### src/token_irq_regs.svh
`ifndef TOKEN_IRQ_REGS_SVH
`define TOKEN_IRQ_REGS_SVH

// register byte addresses
`define ADDR_MASK_LO      10'h000
`define ADDR_MASK_HI      10'h001
`define ADDR_ACK_LO       10'h002
`define ADDR_ACK_HI       10'h003
`define ADDR_MODE0        10'h004
`define ADDR_MODE1        10'h006
`define ADDR_MODE2        10'h019
`define ADDR_REQ_LO       10'h01a
`define ADDR_REQ_HI       10'h01b
`define ADDR_ACT_LO       10'h01c
`define ADDR_ACT_HI       10'h01d
`define ADDR_STAT_LO      10'h01e
`define ADDR_STAT_HI      10'h01f
`define ADDR_FORCE_LO     10'h020
`define ADDR_FORCE_HI     10'h021

// field positions
`define MODE0_SEP_IRQ     1
`define MODE0_POLARITY    0
`define MODE1_DONE        1
`define MODE2_GAP_SEL     1
`define EVT_IND           15
`define EVT_CONF          14

// reset values
`define MASK_RESET        16'hffff
`define MODE0_RESET       8'h00
`define MODE2_RESET       8'h00

// timing
`define CLK_PERIOD_NS     20
`define GAP_SHORT_NS      1000
`define GAP_LONG_NS       1000000
`define GAP_SHORT_CYC     (`GAP_SHORT_NS / `CLK_PERIOD_NS)
`define GAP_LONG_CYC      (`GAP_LONG_NS / `CLK_PERIOD_NS)

`endif

### src/token_irq_pkg.sv
package token_irq_pkg;
  typedef enum logic [1:0] {
    IDLE_SYNC,
    IDLE_READY,
    IDLE_FIRST,
    IDLE_SECOND
  } idle_sel_t;

  typedef enum logic [1:0] {
    STN_PASSIVE,
    STN_NOT_READY,
    STN_READY,
    STN_IN_RING
  } stn_type_t;

  typedef enum logic [1:0] {
    MAC_HOLD,
    MAC_NOT_HOLD,
    MAC_LISTEN,
    MAC_OFFLINE
  } mac_state_t;
endpackage : token_irq_pkg

### src/token_mac_status_and_irq_ctrl.sv
// Decided for this implementation: strobed register access.
`timescale 1ns/1ps
`default_nettype none
`include "token_irq_regs.svh"

module token_mac_status_and_irq_ctrl
  import token_irq_pkg::*;
#(
  parameter int unsigned GAP_LONG_CYC = `GAP_LONG_CYC
) (
  // clock and reset
  input  wire logic        clk_i,
  input  wire logic        nrst_i,
  // register port
  input  wire logic [9:0]  addr_i,
  input  wire logic [7:0]  wdata_i,
  input  wire logic        wr_i,
  input  wire logic        rd_i,
  output logic [7:0]       rdata_o,
  // state reflected from the token engine (same clock)
  input  wire logic        early_ready_i,
  input  wire logic        recv_en_i,
  input  wire idle_sel_t   idle_sel_i,
  input  wire mac_state_t  mac_state_i,
  input  wire stn_type_t   stn_type_i,
  input  wire logic        conf_latched_i,
  input  wire logic        ind_latched_i,
  input  wire logic        high_prio_i,
  input  wire logic        sync_idle_sel_i,
  input  wire logic        gap_update_latched_i,
  input  wire logic        mem_lock_i,
  // event pulses, one per request bit
  input  wire logic [15:0] event_i,
  // interrupt pins
  output logic             common_irq_pin_o,
  output logic             ind_conf_irq_pin_o
);

  ////////////////////////////////////////////////////////////////////////////
  // state

  typedef struct packed {
    logic [15:0] req;
    logic [15:0] mask;
    logic [7:0]  mode0;
    logic [7:0]  mode2;
    logic [7:0]  rdata;
    logic        done;
    logic        common_pin;
    logic        ic_pin;
  } ctrl_state_t;

  ctrl_state_t st_r;
  ctrl_state_t st_nxt;

  logic        gap_busy;
  logic [15:0] active_irq;
  logic [15:0] status_word;
  logic [15:0] ic_route;
  logic        sep_mode;
  logic        common_any;
  logic        ic_any;

  function automatic logic hit(input logic [9:0] a, input logic [9:0] ref_a);
    hit = (a == ref_a);
  endfunction : hit

  ////////////////////////////////////////////////////////////////////////////
  // status word

  assign status_word[7]     = early_ready_i;
  assign status_word[6]     = recv_en_i;
  assign status_word[5:4]   = idle_sel_i;
  // one bit per controller state, hold on bit 3 down to offline on bit 0
  for (genvar k = 0; k < 4; k++) begin : g_mac_bits
    assign status_word[3-k] = (mac_state_i == mac_state_t'(k));
  end
  assign status_word[15:14] = stn_type_i;
  assign status_word[13]    = conf_latched_i;
  assign status_word[12]    = ind_latched_i;
  assign status_word[11]    = high_prio_i;
  assign status_word[10]    = sync_idle_sel_i;
  assign status_word[9]     = gap_update_latched_i;
  assign status_word[8]     = mem_lock_i;

  ////////////////////////////////////////////////////////////////////////////
  // interrupt routing

  // events are or-ed flat, no ordering and no vector
  assign active_irq = st_r.req & ~st_r.mask;
  assign sep_mode   = st_r.mode0[`MODE0_SEP_IRQ];
  assign ic_route   = sep_mode ? ((16'h0001 << `EVT_IND) | (16'h0001 << `EVT_CONF)) : 16'h0000;
  assign common_any = |(active_irq & ~ic_route);
  assign ic_any     = |(active_irq & ic_route);

  // done pulse restarts the inactive period
  irq_gap_timer #(
    .LONG_CYC (GAP_LONG_CYC)
  ) u_gap (
    .clk_i      (clk_i),
    .nrst_i     (nrst_i),
    .start_i    (st_r.done),
    .long_sel_i (st_r.mode2[`MODE2_GAP_SEL]),
    .busy_o     (gap_busy)
  );

  ////////////////////////////////////////////////////////////////////////////
  // next state

  always_comb begin
    logic [15:0] set_v;
    logic [15:0] clr_v;
    logic        pol;
    set_v  = event_i;
    clr_v  = 16'h0000;
    pol    = st_r.mode0[`MODE0_POLARITY];
    st_nxt = st_r;
    st_nxt.done = 1'b0;
    if (wr_i) begin
      unique case (addr_i)
        `ADDR_MASK_LO:  st_nxt.mask[7:0]  = wdata_i;
        `ADDR_MASK_HI:  st_nxt.mask[15:8] = wdata_i;
        `ADDR_ACK_LO:   clr_v[7:0]        = wdata_i;
        `ADDR_ACK_HI:   clr_v[15:8]       = wdata_i;
        `ADDR_FORCE_LO: set_v[7:0]        = set_v[7:0] | wdata_i;
        `ADDR_FORCE_HI: set_v[15:8]       = set_v[15:8] | wdata_i;
        `ADDR_MODE0:    st_nxt.mode0      = wdata_i;
        `ADDR_MODE1:    st_nxt.done       = wdata_i[`MODE1_DONE];
        `ADDR_MODE2:    st_nxt.mode2      = wdata_i;
        default: ;
      endcase
    end
    // set wins over acknowledge
    st_nxt.req = (st_r.req & ~clr_v) | set_v;

    st_nxt.rdata = 8'h00;
    if (rd_i) begin
      unique case (addr_i)
        `ADDR_MASK_LO:  st_nxt.rdata = st_r.mask[7:0];
        `ADDR_MASK_HI:  st_nxt.rdata = st_r.mask[15:8];
        `ADDR_MODE0:    st_nxt.rdata = st_r.mode0;
        `ADDR_MODE2:    st_nxt.rdata = st_r.mode2;
        `ADDR_REQ_LO:   st_nxt.rdata = st_r.req[7:0];
        `ADDR_REQ_HI:   st_nxt.rdata = st_r.req[15:8];
        `ADDR_ACT_LO:   st_nxt.rdata = active_irq[7:0];
        `ADDR_ACT_HI:   st_nxt.rdata = active_irq[15:8];
        `ADDR_STAT_LO:  st_nxt.rdata = status_word[7:0];
        `ADDR_STAT_HI:  st_nxt.rdata = status_word[15:8];
        default:        st_nxt.rdata = 8'h00;
      endcase
    end

    // outputs held inactive while done is pending or the gap runs
    st_nxt.common_pin = ((common_any && !gap_busy && !st_r.done) ~^ pol);
    st_nxt.ic_pin     = ((ic_any && !gap_busy && !st_r.done) ~^ pol);
  end

  ////////////////////////////////////////////////////////////////////////////
  // registers

  always_ff @(posedge clk_i) begin
    if (!nrst_i) begin
      st_r            <= '0;
      st_r.mask       <= `MASK_RESET;
      st_r.mode0      <= `MODE0_RESET;
      st_r.mode2      <= `MODE2_RESET;
      st_r.common_pin <= 1'b1;
      st_r.ic_pin     <= 1'b1;
    end else begin
      st_r <= st_nxt;
    end
  end

  assign rdata_o            = st_r.rdata;
  assign common_irq_pin_o   = st_r.common_pin;
  assign ind_conf_irq_pin_o = st_r.ic_pin;

  ////////////////////////////////////////////////////////////////////////////
  // checks

  a_ack_set_wins: assert property (@(posedge clk_i) disable iff (!nrst_i)
    (event_i[0]) |=> st_r.req[0])
    else $error("event lost against acknowledge");

  a_ack_clears: assert property (@(posedge clk_i) disable iff (!nrst_i)
    (wr_i && hit(addr_i, `ADDR_ACK_LO) && wdata_i[0] && !event_i[0]) |=> !st_r.req[0])
    else $error("acknowledge did not clear request");

  a_force_sets: assert property (@(posedge clk_i) disable iff (!nrst_i)
    (wr_i && hit(addr_i, `ADDR_FORCE_HI) && wdata_i[7]) |=> st_r.req[15])
    else $error("forced request not set");

  a_status_ro: assert property (@(posedge clk_i) disable iff (!nrst_i)
    (rd_i && hit(addr_i, `ADDR_STAT_HI)) |=> rdata_o == $past(status_word[15:8]))
    else $error("status high byte read wrong");

  a_done_quiet: assert property (@(posedge clk_i) disable iff (!nrst_i)
    st_r.done |=> (common_irq_pin_o == !st_r.mode0[`MODE0_POLARITY]) [*2])
    else $error("output active right after end of interrupt");

  // a second end of interrupt written back to back legally re-arms the pulse
  a_done_clears: assert property (@(posedge clk_i) disable iff (!nrst_i)
    (st_r.done && !(wr_i && hit(addr_i, `ADDR_MODE1) && wdata_i[`MODE1_DONE])) |=> !st_r.done)
    else $error("done command did not self clear");

  a_mask_blocks: assert property (@(posedge clk_i) disable iff (!nrst_i)
    (st_r.mask == 16'hffff) |-> active_irq == 16'h0000)
    else $error("masked event reached interrupt register");

  a_sep_route: assert property (@(posedge clk_i) disable iff (!nrst_i)
    (!sep_mode) |-> !ic_any)
    else $error("second output used outside separate mode");

  a_common_rise: assert property (@(posedge clk_i) disable iff (!nrst_i)
    (common_any && !gap_busy && !st_r.done) |=>
      common_irq_pin_o == $past(st_r.mode0[`MODE0_POLARITY]))
    else $error("common output not asserted");

  a_done_cmd: assert property (@(posedge clk_i) disable iff (!nrst_i)
    (wr_i && hit(addr_i, `ADDR_MODE1) && wdata_i[`MODE1_DONE]) |=> st_r.done)
    else $error("end of interrupt command not taken");

  a_gap_quiet: assert property (@(posedge clk_i) disable iff (!nrst_i)
    (gap_busy || st_r.done) |=> common_irq_pin_o != $past(st_r.mode0[`MODE0_POLARITY]))
    else $error("common output active inside inactive period");

  a_ic_quiet: assert property (@(posedge clk_i) disable iff (!nrst_i)
    (gap_busy || st_r.done) |=> ind_conf_irq_pin_o != $past(st_r.mode0[`MODE0_POLARITY]))
    else $error("second output active inside inactive period");

  a_gap_short_busy: assert property (@(posedge clk_i) disable iff (!nrst_i)
    (st_r.done && !st_r.mode2[`MODE2_GAP_SEL]) |-> ##50 gap_busy)
    else $error("short inactive period ended early");

  // a restart with the short setting cuts the period to 50 cycles; otherwise this holds for any long setting from 200 to 65535 (the counter is 16 bits wide)
  a_gap_long_busy: assert property (@(posedge clk_i) disable iff (!nrst_i)
    (st_r.done && st_r.mode2[`MODE2_GAP_SEL]) |-> ##200 gap_busy)
    else $error("long inactive period ended early");

  a_ic_rise: assert property (@(posedge clk_i) disable iff (!nrst_i)
    (ic_any && !gap_busy && !st_r.done) |=>
      ind_conf_irq_pin_o == $past(st_r.mode0[`MODE0_POLARITY]))
    else $error("second output not asserted");

  a_masked_quiet: assert property (@(posedge clk_i) disable iff (!nrst_i)
    (st_r.mask == `MASK_RESET) |=> common_irq_pin_o != $past(st_r.mode0[`MODE0_POLARITY]))
    else $error("common output active with every event masked");

  a_mask_lo_write: assert property (@(posedge clk_i) disable iff (!nrst_i)
    (wr_i && hit(addr_i, `ADDR_MASK_LO)) |=> st_r.mask[7:0] == $past(wdata_i))
    else $error("mask low byte not written");

  a_mask_hi_write: assert property (@(posedge clk_i) disable iff (!nrst_i)
    (wr_i && hit(addr_i, `ADDR_MASK_HI)) |=> st_r.mask[15:8] == $past(wdata_i))
    else $error("mask high byte not written");

  a_act_lo_read: assert property (@(posedge clk_i) disable iff (!nrst_i)
    (rd_i && hit(addr_i, `ADDR_ACT_LO)) |=> rdata_o == $past(st_r.req[7:0] & ~st_r.mask[7:0]))
    else $error("active low byte read wrong");

  a_act_hi_read: assert property (@(posedge clk_i) disable iff (!nrst_i)
    (rd_i && hit(addr_i, `ADDR_ACT_HI)) |=> rdata_o == $past(st_r.req[15:8] & ~st_r.mask[15:8]))
    else $error("active high byte read wrong");

  a_stat_lo_read: assert property (@(posedge clk_i) disable iff (!nrst_i)
    (rd_i && hit(addr_i, `ADDR_STAT_LO)) |=> rdata_o == $past(status_word[7:0]))
    else $error("status low byte read wrong");

  a_stat_ready_bit: assert property (@(posedge clk_i) disable iff (!nrst_i)
    (rd_i && hit(addr_i, `ADDR_STAT_LO)) |=> rdata_o[7] == $past(early_ready_i))
    else $error("early ready bit wrong");

  a_stat_recv_bit: assert property (@(posedge clk_i) disable iff (!nrst_i)
    (rd_i && hit(addr_i, `ADDR_STAT_LO)) |=> rdata_o[6] == $past(recv_en_i))
    else $error("receiver bit wrong");

  a_stat_idle_bits: assert property (@(posedge clk_i) disable iff (!nrst_i)
    (rd_i && hit(addr_i, `ADDR_STAT_LO)) |=> rdata_o[5:4] == $past(idle_sel_i))
    else $error("idle selection bits wrong");

  a_stat_mac_bits: assert property (@(posedge clk_i) disable iff (!nrst_i)
    (rd_i && hit(addr_i, `ADDR_STAT_LO)) |=> rdata_o[3:0] == (4'h8 >> $past(mac_state_i)))
    else $error("controller state bits wrong");

  a_stat_stn_bits: assert property (@(posedge clk_i) disable iff (!nrst_i)
    (rd_i && hit(addr_i, `ADDR_STAT_HI)) |=> rdata_o[7:6] == $past(stn_type_i))
    else $error("station type bits wrong");

  a_stat_latch_bits: assert property (@(posedge clk_i) disable iff (!nrst_i)
    (rd_i && hit(addr_i, `ADDR_STAT_HI)) |=> rdata_o[5:4] == {$past(conf_latched_i), $past(ind_latched_i)})
    else $error("latched confirmation or indication bit wrong");

  a_stat_prio_bit: assert property (@(posedge clk_i) disable iff (!nrst_i)
    (rd_i && hit(addr_i, `ADDR_STAT_HI)) |=> rdata_o[3] == $past(high_prio_i))
    else $error("priority bit wrong");

  a_stat_timer_bit: assert property (@(posedge clk_i) disable iff (!nrst_i)
    (rd_i && hit(addr_i, `ADDR_STAT_HI)) |=> rdata_o[2] == $past(sync_idle_sel_i))
    else $error("timer selection bit wrong");

  a_stat_gap_bits: assert property (@(posedge clk_i) disable iff (!nrst_i)
    (rd_i && hit(addr_i, `ADDR_STAT_HI)) |=> rdata_o[1:0] == {$past(gap_update_latched_i), $past(mem_lock_i)})
    else $error("gap update or memory lock bit wrong");

  // every request bit latches, clears and is forced alike
  for (genvar k = 0; k < 16; k++) begin : g_req_bits
    a_event_latch: assert property (@(posedge clk_i) disable iff (!nrst_i)
      event_i[k] |=> st_r.req[k])
      else $error("event not latched in request");

    a_ack_bit_clears: assert property (@(posedge clk_i) disable iff (!nrst_i)
      (wr_i && hit(addr_i, (k < 8) ? `ADDR_ACK_LO : `ADDR_ACK_HI) && wdata_i[k % 8] && !event_i[k]) |=>
        !st_r.req[k])
      else $error("acknowledge did not clear request bit");

    a_force_bit_sets: assert property (@(posedge clk_i) disable iff (!nrst_i)
      (wr_i && hit(addr_i, (k < 8) ? `ADDR_FORCE_LO : `ADDR_FORCE_HI) && wdata_i[k % 8]) |=>
        st_r.req[k])
      else $error("forced request bit not set");
  end

endmodule : token_mac_status_and_irq_ctrl

`default_nettype wire

### src/irq_gap_timer.sv
`timescale 1ns/1ps
`default_nettype none
`include "token_irq_regs.svh"

module irq_gap_timer #(
  parameter int unsigned LONG_CYC = `GAP_LONG_CYC
) (
  input  wire logic clk_i,
  input  wire logic nrst_i,
  input  wire logic start_i,
  input  wire logic long_sel_i,
  output logic      busy_o
);
  localparam logic [15:0] SHORT_LD = 16'(`GAP_SHORT_CYC);
  localparam logic [15:0] LONG_LD  = 16'(LONG_CYC);

  typedef struct packed {
    logic [15:0] cnt;
  } gap_state_t;

  gap_state_t st_r;
  gap_state_t st_nxt;

  always_comb begin
    st_nxt = st_r;
    if (start_i) begin
      st_nxt.cnt = long_sel_i ? LONG_LD : SHORT_LD;
    end else if (st_r.cnt != 16'h0000) begin
      st_nxt.cnt = st_r.cnt - 16'h0001;
    end
  end

  always_ff @(posedge clk_i) begin
    if (!nrst_i) begin
      st_r <= '0;
    end else begin
      st_r <= st_nxt;
    end
  end

  assign busy_o = (st_r.cnt != 16'h0000);
endmodule : irq_gap_timer

`default_nettype wire

### config.mk
export PLATFORM = sky130hd
export DESIGN_NAME = token_mac_status_and_irq_ctrl
export DESIGN_NICKNAME = d
export VERILOG_FILES = /design/src/token_irq_pkg.sv /design/src/token_mac_status_and_irq_ctrl.sv /design/src/irq_gap_timer.sv
export VERILOG_INCLUDE_DIRS = /design/src
export SDC_FILE = /design/constraint.sdc
export NUM_CORES = 1
export LEC_CHECK = 0
export ABC_AREA = 0
export BUFFER_PORTS_ARGS = -buffer_cell sky130_fd_sc_hd__buf_2
export CAP_MARGIN = 20
export CORE_MARGIN = 4
export CORE_UTILIZATION = 40
export DETAILED_ROUTE_END_ITERATION = 10
export MAX_ROUTING_LAYER = met4
export PLACE_DENSITY = 0.58
export SLEW_MARGIN = 10
export SYNTH_ARGS = -nofsm -noshare
export SYNTH_HDL_FRONTEND = slang
export SYNTH_SLANG_ARGS = --single-unit
### constraint.sdc
create_clock -name clk_i -period 5.4 [get_ports clk_i]
set_clock_uncertainty 0.2 [all_clocks]
set_input_delay 1.08 -clock clk_i [delete_from_list [all_inputs] [get_ports clk_i]]
set_output_delay 1.08 -clock clk_i [all_outputs]
set_load 0.02 [all_outputs]
==> results of run 1 <==
## state kept, by name (all words and copies together), names as in the netlist
signal,flops
ind_conf_irq_pin_o,1
st_r,48
rdata_o,8
sep_mode,1
common_irq_pin_o,1
u_gap.st_r,16
## synthesized netlist by cell type (3+ instances only)
cell | count | share of area [%]
and4_1 | 3 | 0.65
nor2b_1 | 6 | 0.92
xnor2_1 | 7 | 1.5
nand2b_1 | 13 | 2.0
mux2i_1 | 25 | 6.2
a31oi_1 | 23 | 3.5
nand4_1 | 8 | 1.2
and3_1 | 3 | 0.46
nand4_4 | 3 | 1.6
buf_4 | 9 | 1.7
nand3_1 | 7 | 0.86
nand2_1 | 69 | 6.4
a32o_1 | 4 | 0.98
a22oi_1 | 4 | 0.74
o2111ai_1 | 3 | 0.65
xor2_1 | 4 | 0.86
nor4_1 | 4 | 0.62
inv_1 | 12 | 1.1
clkinv_1 | 3 | 0.28
o21ai_0 | 30 | 3.7
a21oi_1 | 42 | 5.2
a311oi_1 | 3 | 0.65
buf_2 | 7 | 0.86
clkbuf_1 | 10 | 0.92
o22ai_1 | 3 | 0.46
mux2_2 | 10 | 2.8
or3_1 | 4 | 0.62
nand3b_1 | 3 | 0.55
nor2_1 | 26 | 2.4
dfxtp_1 | 75 | 37
nor3_1 | 10 | 1.2
## worst register-to-register path, cell delays in order (launching register included)
cell	delay (ps)
dfxtp_1	410
nand2b_1	140
o21ai_0	120
a2111oi_0	840
a2111oi_0	260
a311oi_1	380
## final cells by class
| cell class | instances | area, µm² | area share [%] |
|---|---|---|---|
| clock buffer | 10 | 138 | 2.99 |
| tap | 133 | 166 | 3.62 |
| clock inverter | 6 | 65.1 | 1.41 |
| multi-input combinational | 362 | 2360 | 51.3 |
| sequential | 75 | 1500 | 32.7 |
| timing repair buffer | 62 | 313 | 6.80 |
| inverter | 15 | 56.3 | 1.22 |
## final timing paths
path | endpoint | startpoint
max | st_r[42] | addr_i[7]
min | st_r[26] | st_r[26]
max reg2reg | common_irq_pin_o | st_r[29]
min reg2reg | st_r[26] | st_r[26]
## stage by stage
stage | hold slack, ps | power (mW) | instances
floorplan | 231 | 1.00 | 479
global route | 309 | 1.66 | 663
CTS | 286 | 1.56 | 663
global placement | 269 | 1.11 | 647
finish | 290 | 1.56 | 663
detailed placement | 277 | 1.12 | 647
## routing by layer
layer | track usage (%) | part of all wire (%) | up-vias
li1 | - | - | 1844
met3 | 4.74 | 8.8 | 18
met2 | 30.4 | 39 | 179
met5 | - | 0 | -
met4 | 6.49 | 2.1 | 0
met1 | 35.1 | 50 | 1845
## cells by family after synthesis
family          after synthesis  share of synthesized area [%]
simple gates                181                           25.5
compound gates              132                           20.1
flops                        75                           36.9
buf+inv                      42                           5.11
mux                          36                           9.47
xor+xnor                     11                           2.37
fa+ha+maj                     2                          0.615
## power by group
group          switching [mW]  internal, mW  leakage, nW  total (mW)
logic                   0.246         0.195         1.07       0.441
clock network           0.218         0.226        0.102       0.444
registers              0.0672         0.603        0.613       0.671
total                   0.531          1.02         1.79        1.56
## cell usage in the layout, fill, tap and decap left out, drive strengths merged, types with 3 or more instances in the layout
master	Yosys	routed
a311oi	3	3
a31oi	23	23
nor2	29	29
inv	12	12
or3b	3	3
mux2	10	10
a22oi	4	4
and4	3	3
or3	4	4
xnor2	7	7
nand4	11	11
clkinv	3	7
a32o	4	4
and3	3	3
o21ai	30	30
nand3b	3	3
buf	17	62
o2111ai	3	3
nor2b	6	6
xor2	4	4
dfxtp	75	75
a21oi	42	42
nand2b	13	13
nand3	8	8
nor4	7	7
nor3	12	12
clkbuf	10	10
o22ai	3	3
nand2	69	69
mux2i	25	25
==> metrics.yaml, run 1 <==
outcome:
  status: "finished, final reports clean"
critical_path:
  cp-start-kind: "input port"
  r2r_setup_slack_ps: 2930
  path_depth: 6
  cp.required_ps: 5410
  cp_slowest_cell: "or4_4"
  reg2reg_depth: 5
  slowest_delay_ps: 570
  path_cells: "buf_2 > or4_4 > nor2_4 > and4_1 > mux2i_1 > nand2_1"
  crit_arrival_ps: 3040
  cp_max_fo: 16
  critPathTopFamily: "simple AND/OR/NAND/NOR gates"
  cp-end-kind: "flop"
  critPathKind: "in2reg"
  crit_buf_inv: 1
route:
  via_per_inst: 5.86
  vias: 3886
  drtAntennaViolNets: 0
  wl_um: 13200
  drt_iter0_markers: 340
  drtPass1Iterations: 5
  remaining_drc_errors: 0
  wl_per_cell_um: 19.8
sta:
  finalMaxSlewViolations: 0
  tns_ps: 0
  post-route-period-util_pct: 56.1
  worst_slack_ps: 2370
  fmax_mhz: 330
  worstMarginPinSlew_ps: 966
  setup_viol: 0
  grt_setup_unrepaired: "no"
  max-slew-margin-rel_pct: 34.0
  timing.final.hold_violations: 0
  fin_crit_ps: 3030
cts:
  clockBufferDepth: 2
  cts-root-buf: "clkbuf_8"
  clk_pin_slew_worst_paths_ps: 80
  cts.sinks: 75
  htree_levels: 3
  clk-insertion-delay-late_ps: 350
  cts_tree: "built"
  cts_resized: 0
  postCtsHoldBufs: 0
  numCtsBuffers: 9
  post_cts_buffers: 0
yosys:
  ys_seq_elements: 75
  syn_inst: 479
  synth_fp_nets: 533
  ys.flop_type: "dfxtp_1"
  avgSynthCellArea_um2: 8.49
  synth_warnings: 0
  syn_area_mm2: 0.00407
  synth-edff-count: 0
  ys_seq_area_share_pct: 36.9
  synth-async-reset-ratio_pct: 0
  ys_types: 64
worst_hold_path:
  holdPathStages: 2
  hold_path.class: "reg2reg"
global_route:
  grt_max_degree: 35
  antenna_found_initial: 0
  grt_overflow: 0
  grt_pass1_vias: 3513
  grt_pass1_wl_um: 20100
  grtUsageTotal_pct: 23.1
layout:
  area_growth_pct: 13.0
  fill_cells: 1011
  nets: 579
  design_area_mm2: 0.00460
  drive_gt1_share_pct: 20.2
  diodes: 0
  fin_util_pct: 46.8
die:
  die_height_um: 109
  start_util_pct: 41.4
  die_area_mm2: 0.0118
  core_area_mm2: 0.00982
  ios: 62
  die_w_um: 109
  rows: 36
place:
  hpwl_um: 9750
  place_congestion: 0.934
  place_area_mm2: 0.00440
  portBuffers: 61
  post-place-ws_ps: 2030
run:
  maxCapViolCount: 0
power:
  powerDensity_mw_per_mm2: 338
  power.leakage_nw: 1.79
  peakVddDrop_v: 0.000139
Note: power is estimated with default switching activity, not from simulation.
==> run 2: changes to the inputs <==
==> constraint.sdc (replaced) <==
create_clock -name clk_i -period 3.06 [get_ports clk_i]
set_clock_uncertainty 0.2 [all_clocks]
set_input_delay 0.612 -clock clk_i [delete_from_list [all_inputs] [get_ports clk_i]]
set_output_delay 0.612 -clock clk_i [all_outputs]
set_load 0.02 [all_outputs]
==> run 2 against run 1 <==
  * Sequential share of layout area decreased by 0.51 points
  * Wire length decreased by 3.1%
  * Die area unchanged
  * Clock power increased by 69%
  * Power increased by 75%
  * Non-clock buffer count increased by 12
  * Via count decreased by 0.23%
  * Critical endpoint is now rdata_o[1]
  * Largest power group unchanged
  * Highest routed layer unchanged
==> metrics.yaml, run 2 (synthesis results as in run 1) <==
global_route:
  use_met2_pct: 31.0
  grt_pass1_wl_um: 20300
  use_met3_pct: 5.27
  antenna_found_initial: 0
  grt_overflow: 0
  grt_pass1_vias: 3699
  met1_usage_pct: 34.5
  grt_max_degree: 36
  grtUsageTotal_pct: 23.1
  grt.busiest_layer: "met1"
place:
  post-place-ws_ps: 453
  place_congestion: 0.932
  place_area_mm2: 0.00449
  portBuffers: 61
  hpwl_um: 9540
cts:
  postCtsHoldBufs: 0
  numCtsBuffers: 9
  cts_resized: 0
  clockBufferDepth: 2
  cts.sinks: 75
  htree_levels: 3
  clk_pin_slew_worst_paths_ps: 80
  clk-insertion-delay-late_ps: 350
  cts-root-buf: "clkbuf_8"
  cts_tree: "built"
  post_cts_buffers: 0
die:
  die_area_mm2: 0.0118
  ios: 62
  rows: 36
  die_w_um: 109
  core_area_mm2: 0.00982
  start_util_pct: 41.4
  die_height_um: 109
route:
  wl_per_cell_um: 18.9
  drt_iter0_markers: 360
  drtPass1Iterations: 5
  wl_um: 12700
  drtAntennaViolNets: 0
  remaining_drc_errors: 0
  vias: 3877
  via_per_inst: 5.74
critical_path:
  cp.required_ps: 3120
  startpoint: "addr_i[7]"
  crit_arrival_ps: 2340
  r2r_setup_slack_ps: 900
  critPathKind: "in2reg"
  r2r_end: "ind_conf_irq_pin_o"
  r2r_start: "u_gap.st_r[10]"
  cp_max_fo: 13
  cp-start-kind: "input port"
  cp-end-kind: "flop"
  reg2reg_depth: 5
layout:
  drive_gt1_share_pct: 21.6
  fill_cells: 1008
  regMostFlops: "st_r"
  fin_util_pct: 47.6
  design_area_mm2: 0.00467
  final_cell_mix: "75 x dfxtp_1, 69 x nand2_1, 61 x buf_2, 42 x a21oi_1, 30 x o21ai_0"
  largest_reg_flops: 48
  multiInputGateArea_mm2: 0.00236
  seq_area_mm2: 0.00150
  diodes: 0
  nets: 591
  area_growth_pct: 14.8
  final_common_cell: "dfxtp_1"
power:
  powerDensity_mw_per_mm2: 582
  power.leakage_nw: 1.84
  total_power_mw: 2.72
  peakVddDrop_v: 0.000317
worst_hold_path:
  holdPathStages: 2
  min_to: "st_r[25]"
  hold_path.class: "reg2reg"
  hp-start: "st_r[25]"
sta:
  fin_crit_ps: 2280
  tns_ps: 0
  max-slew-margin-rel_pct: 57.9
  post-route-period-util_pct: 74.5
  fmax_mhz: 438
  timing.final.hold_violations: 0
  worstMarginPinSlew_ps: 626
  setup_viol: 0
  finalMaxSlewViolations: 0
  grt_setup_unrepaired: "no"
  worst_slack_ps: 779
run:
  maxCapViolCount: 0
outcome:
  status: "finished, final reports clean"
[run 2: changes by cell type in the layout (fill, tap and decap cells not counted)]
| cell | before | now |
|---|---|---|
| clkinvlp_4 | 1 | 0 |
| clkinv_2 | 2 | 3 |
| clkbuf_8 | 10 | 9 |
| clkbuf_1 | 0 | 2 |
| clkinv_4 | 2 | 1 |
| buf_4 | 1 | 13 |
[run 2: worst max path at each step]
stage / slack, ps / cells past startpoint / end
final: 780 / 7 / rdata_o[1]
after global routing: 640 / 6 / st_r[58]
after CTS: 810 / 6 / st_r[56]
after detailed placement: 450 / 6 / st_r[56]
after global placement: 430 / 7 / rdata_o[5]
after floorplan: 800 / 6 / st_r[39]
[run 2: final cells by class]
type / count / area share, %
Multi-Input combinational cell: 362 / 50.5
Inverter: 15 / 1.21
Sequential cell: 75 / 32.1
Timing Repair Buffer: 74 / 8.63
Tap cell: 133 / 3.56
Clock inverter: 5 / 1.15
Clock buffer: 11 / 2.81
[run 2: where the power goes]
group / internal, mW / total [mW] / switching (mW)
logic: 0.350 / 0.788 / 0.438
clock network: 0.375 / 0.750 / 0.375
registers: 1.06 / 1.18 / 0.114
total: 1.79 / 2.72 / 0.927
[run 2: per-layer routing]
| metal | routed length (µm) | up-vias |
|---|---|---|
| met5 | 0 | - |
| li1 | - | 1870 |
| met2 | 5150 | 177 |
| met3 | 1010 | 19 |
| met1 | 6410 | 1811 |
| met4 | 185 | 0 |
[run 2: stage by stage]
stage / std cells / hold WS (ps)
global route: 675 / 282
global placement: 659 / 247
CTS: 675 / 262
finish: 675 / 263
detailed placement: 659 / 251
floorplan: 479 / 231
[run 2: worst max-delay path: stages]
cell and delay, ps:
buf_2 100, or4_4 580, nor2_4 160, buf_4 240
and3b_1 310, a22oi_1 130, a31oi_1 220
==> run 3: changes to the inputs <==
--- a/config.mk
+++ b/config.mk
@@ -13,7 +13,7 @@
 export CORE_UTILIZATION = 40
 export DETAILED_ROUTE_END_ITERATION = 10
 export MAX_ROUTING_LAYER = met4
-export PLACE_DENSITY = 0.58
+export PLACE_DENSITY = 0.6
 export SLEW_MARGIN = 10
 export SYNTH_ARGS = -nofsm -noshare
 export SYNTH_HDL_FRONTEND = slang
==> constraint.sdc (replaced) <==
create_clock -name clk_i -period 1.8 [get_ports clk_i]
set_clock_uncertainty 0.2 [all_clocks]
set_input_delay 0.36 -clock clk_i [delete_from_list [all_inputs] [get_ports clk_i]]
set_output_delay 0.36 -clock clk_i [all_outputs]
set_load 0.02 [all_outputs]
==> run 3 against run 2 <==
  * The flow now finishes with violations (setup timing)
  * Worst setup slack worse by 880 ps
  * Flip-flop and latch count unchanged
  * Critical path depth unchanged
  * Global-route usage rose by 3.1 points
  * Non-clock buffer count grew 110
  * Largest cell class unchanged
==> metrics.yaml, run 3 (synthesis results as in run 1) <==
place:
  portBuffers: 61
  place_congestion: 0.976
  hpwl_um: 11200
sta:
  timing.final.hold_violations: 0
  fin_crit_ps: 1900
  setup_viol: 28
  finalMaxSlewViolations: 0
  max-slew-margin-rel_pct: 70.0
  holdWs_ps: 47.5
  worstMarginPinSlew_ps: 449
  grt_setup_unrepaired: "yes"
  post-route-period-util_pct: 105
  fmax_mhz: 527
  worst_slack_ps: -98.9
layout:
  fin_util_pct: 59.9
  area_growth_pct: 44.5
  nets: 701
  largest_reg_flops: 48
  drive_gt1_share_pct: 41.8
  final_common_cell: "buf_4"
  diodes: 0
  multiInputGateArea_mm2: 0.00257
  final_cell_mix: "112 x buf_4, 68 x nand2_1, 64 x dfxtp_1, 60 x buf_2, 40 x a21oi_1"
  fill_cells: 917
  regMostFlops: "st_r"
  seq_area_mm2: 0.00152
die:
  start_util_pct: 41.4
  die_area_mm2: 0.0118
  ios: 62
  core_area_mm2: 0.00982
  die_w_um: 109
  rows: 36
  die_height_um: 109
outcome:
  violations: "setup timing"
  status: "finished, violations left"
power:
  total_power_mw: 6.24
  p_comb_share_pct: 42.0
  powerDensity_mw_per_mm2: 1060
  internal_power_mw: 4.16
  p_switching_mw: 2.08
  peakVddDrop_v: 0.000667
  power.leakage_nw: 2.48
  power_frac_clock_pct: 26.0
  sw_frac_of_total_pct: 33.3
  p_seq_share_pct: 31.9
critical_path:
  crit_arrival_ps: 1930
  critPathTopFamily: "simple AND/OR/NAND/NOR gates"
  crit_buf_inv: 2
  slowest_delay_ps: 570
  cp_slowest_cell: "or4_4"
  cp.required_ps: 1830
  cp_max_fo: 8
  critPathKind: "in2reg"
  cp-end-kind: "flop"
  cp-start-kind: "input port"
  path_cells: "buf_6 > or4_4 > nor2_4 > buf_12 > nand4_4 > mux2i_1 > nand2_1"
global_route:
  grt_max_degree: 35
  grt_pass1_wl_um: 22600
  antenna_found_initial: 0
  grtUsageTotal_pct: 26.2
  grt_overflow: 0
  grt_pass1_vias: 4110
route:
  drtAntennaViolNets: 0
  wl_per_cell_um: 19.0
  remaining_drc_errors: 0
  wl_um: 14900
  drt_iter0_markers: 271
  vias: 4347
  via_per_inst: 5.54
  drtPass1Iterations: 5
run:
  maxCapViolCount: 0
cts:
  htree_levels: 3
  postCtsHoldBufs: 0
  clk-insertion-delay-late_ps: 350
  cts.sinks: 75
  cts-root-buf: "clkbuf_8"
  cts_tree: "built"
  clk_pin_slew_worst_paths_ps: 80
  clockBufferDepth: 2
  numCtsBuffers: 9
worst_hold_path:
  hold_path.class: "in2reg"
## run 3: changes by cell type in the layout (fill, tap and decap cells not counted), sizes merged
cell	delta
bufinv	+2
clkinv	-3
buf	+110
## run 3: final cells by class
cell class	instances	area share, %
clock inverters	4	1.68
well taps	133	2.83
clock buffers	11	2.40
repair buffers	184	22.6
multi-input cells	362	43.7
inverters	15	0.958
flip-flops and latches	75	25.9
## run 3: power by group through the flow
stage / registers [mW] / logic, mW / clock network [mW]
after floorplan: 2.00 / 1.05 / 0
after global placement: 1.97 / 1.83 / 0
after detailed placement: 1.97 / 1.87 / 0
after CTS: 1.95 / 2.18 / 1.63
after global routing: 2.01 / 2.82 / 1.71
final: 1.99 / 2.62 / 1.62
## run 3: worst min-delay path, delay by kind of cell
kind	cells	cell delay [ps]
compound gates	2	130
buf+inv	1	80
## run 3: worst paths after layout
path	startpoint	endpoint	slack (ps)	cells past startpoint
worst min register to register	st_r[23]	st_r[23]	260	2
worst min-delay path	event_i[4]	st_r[47]	50	3
worst max register to register	u_gap.st_r[2]	u_gap.st_r[1]	-30	7
worst max-delay path	addr_i[7]	st_r[33]	-100	7
## run 3: metal layers
layer / part of all wire (%) / vias up / track usage, %
met2: 43 / 174 / 37.6
li1: - / 2094 / -
met4: 1.2 / 0 / 5.41
met3: 6.8 / 15 / 4.74
met5: 0 / - / -
met1: 49 / 2064 / 38.3
## run 3: what timing repair did
item	CTS	global route
setup endpoints to repair	29	54
pin swaps	26	21
gates cloned	0	0
setup buffers	6	6
resized for setup	25	40
## run 3: per-stage QoR
| stage | TNS [ps] | instances | setup slack, ps | cell area, µm² |
|---|---|---|---|---|
| 5_1_grt | -3090 | 784 | -141 | 5880 |
| 3_3_place_gp | -20040 | 757 | -416 | 5310 |
| 4_1_cts | -292 | 778 | -56.9 | 5700 |
| 6_report | -870 | 784 | -98.9 | 5880 |
| 3_5_place_dp | -20880 | 757 | -458 | 5310 |
| 2_1_floorplan | -5970 | 479 | -210 | 4080 |
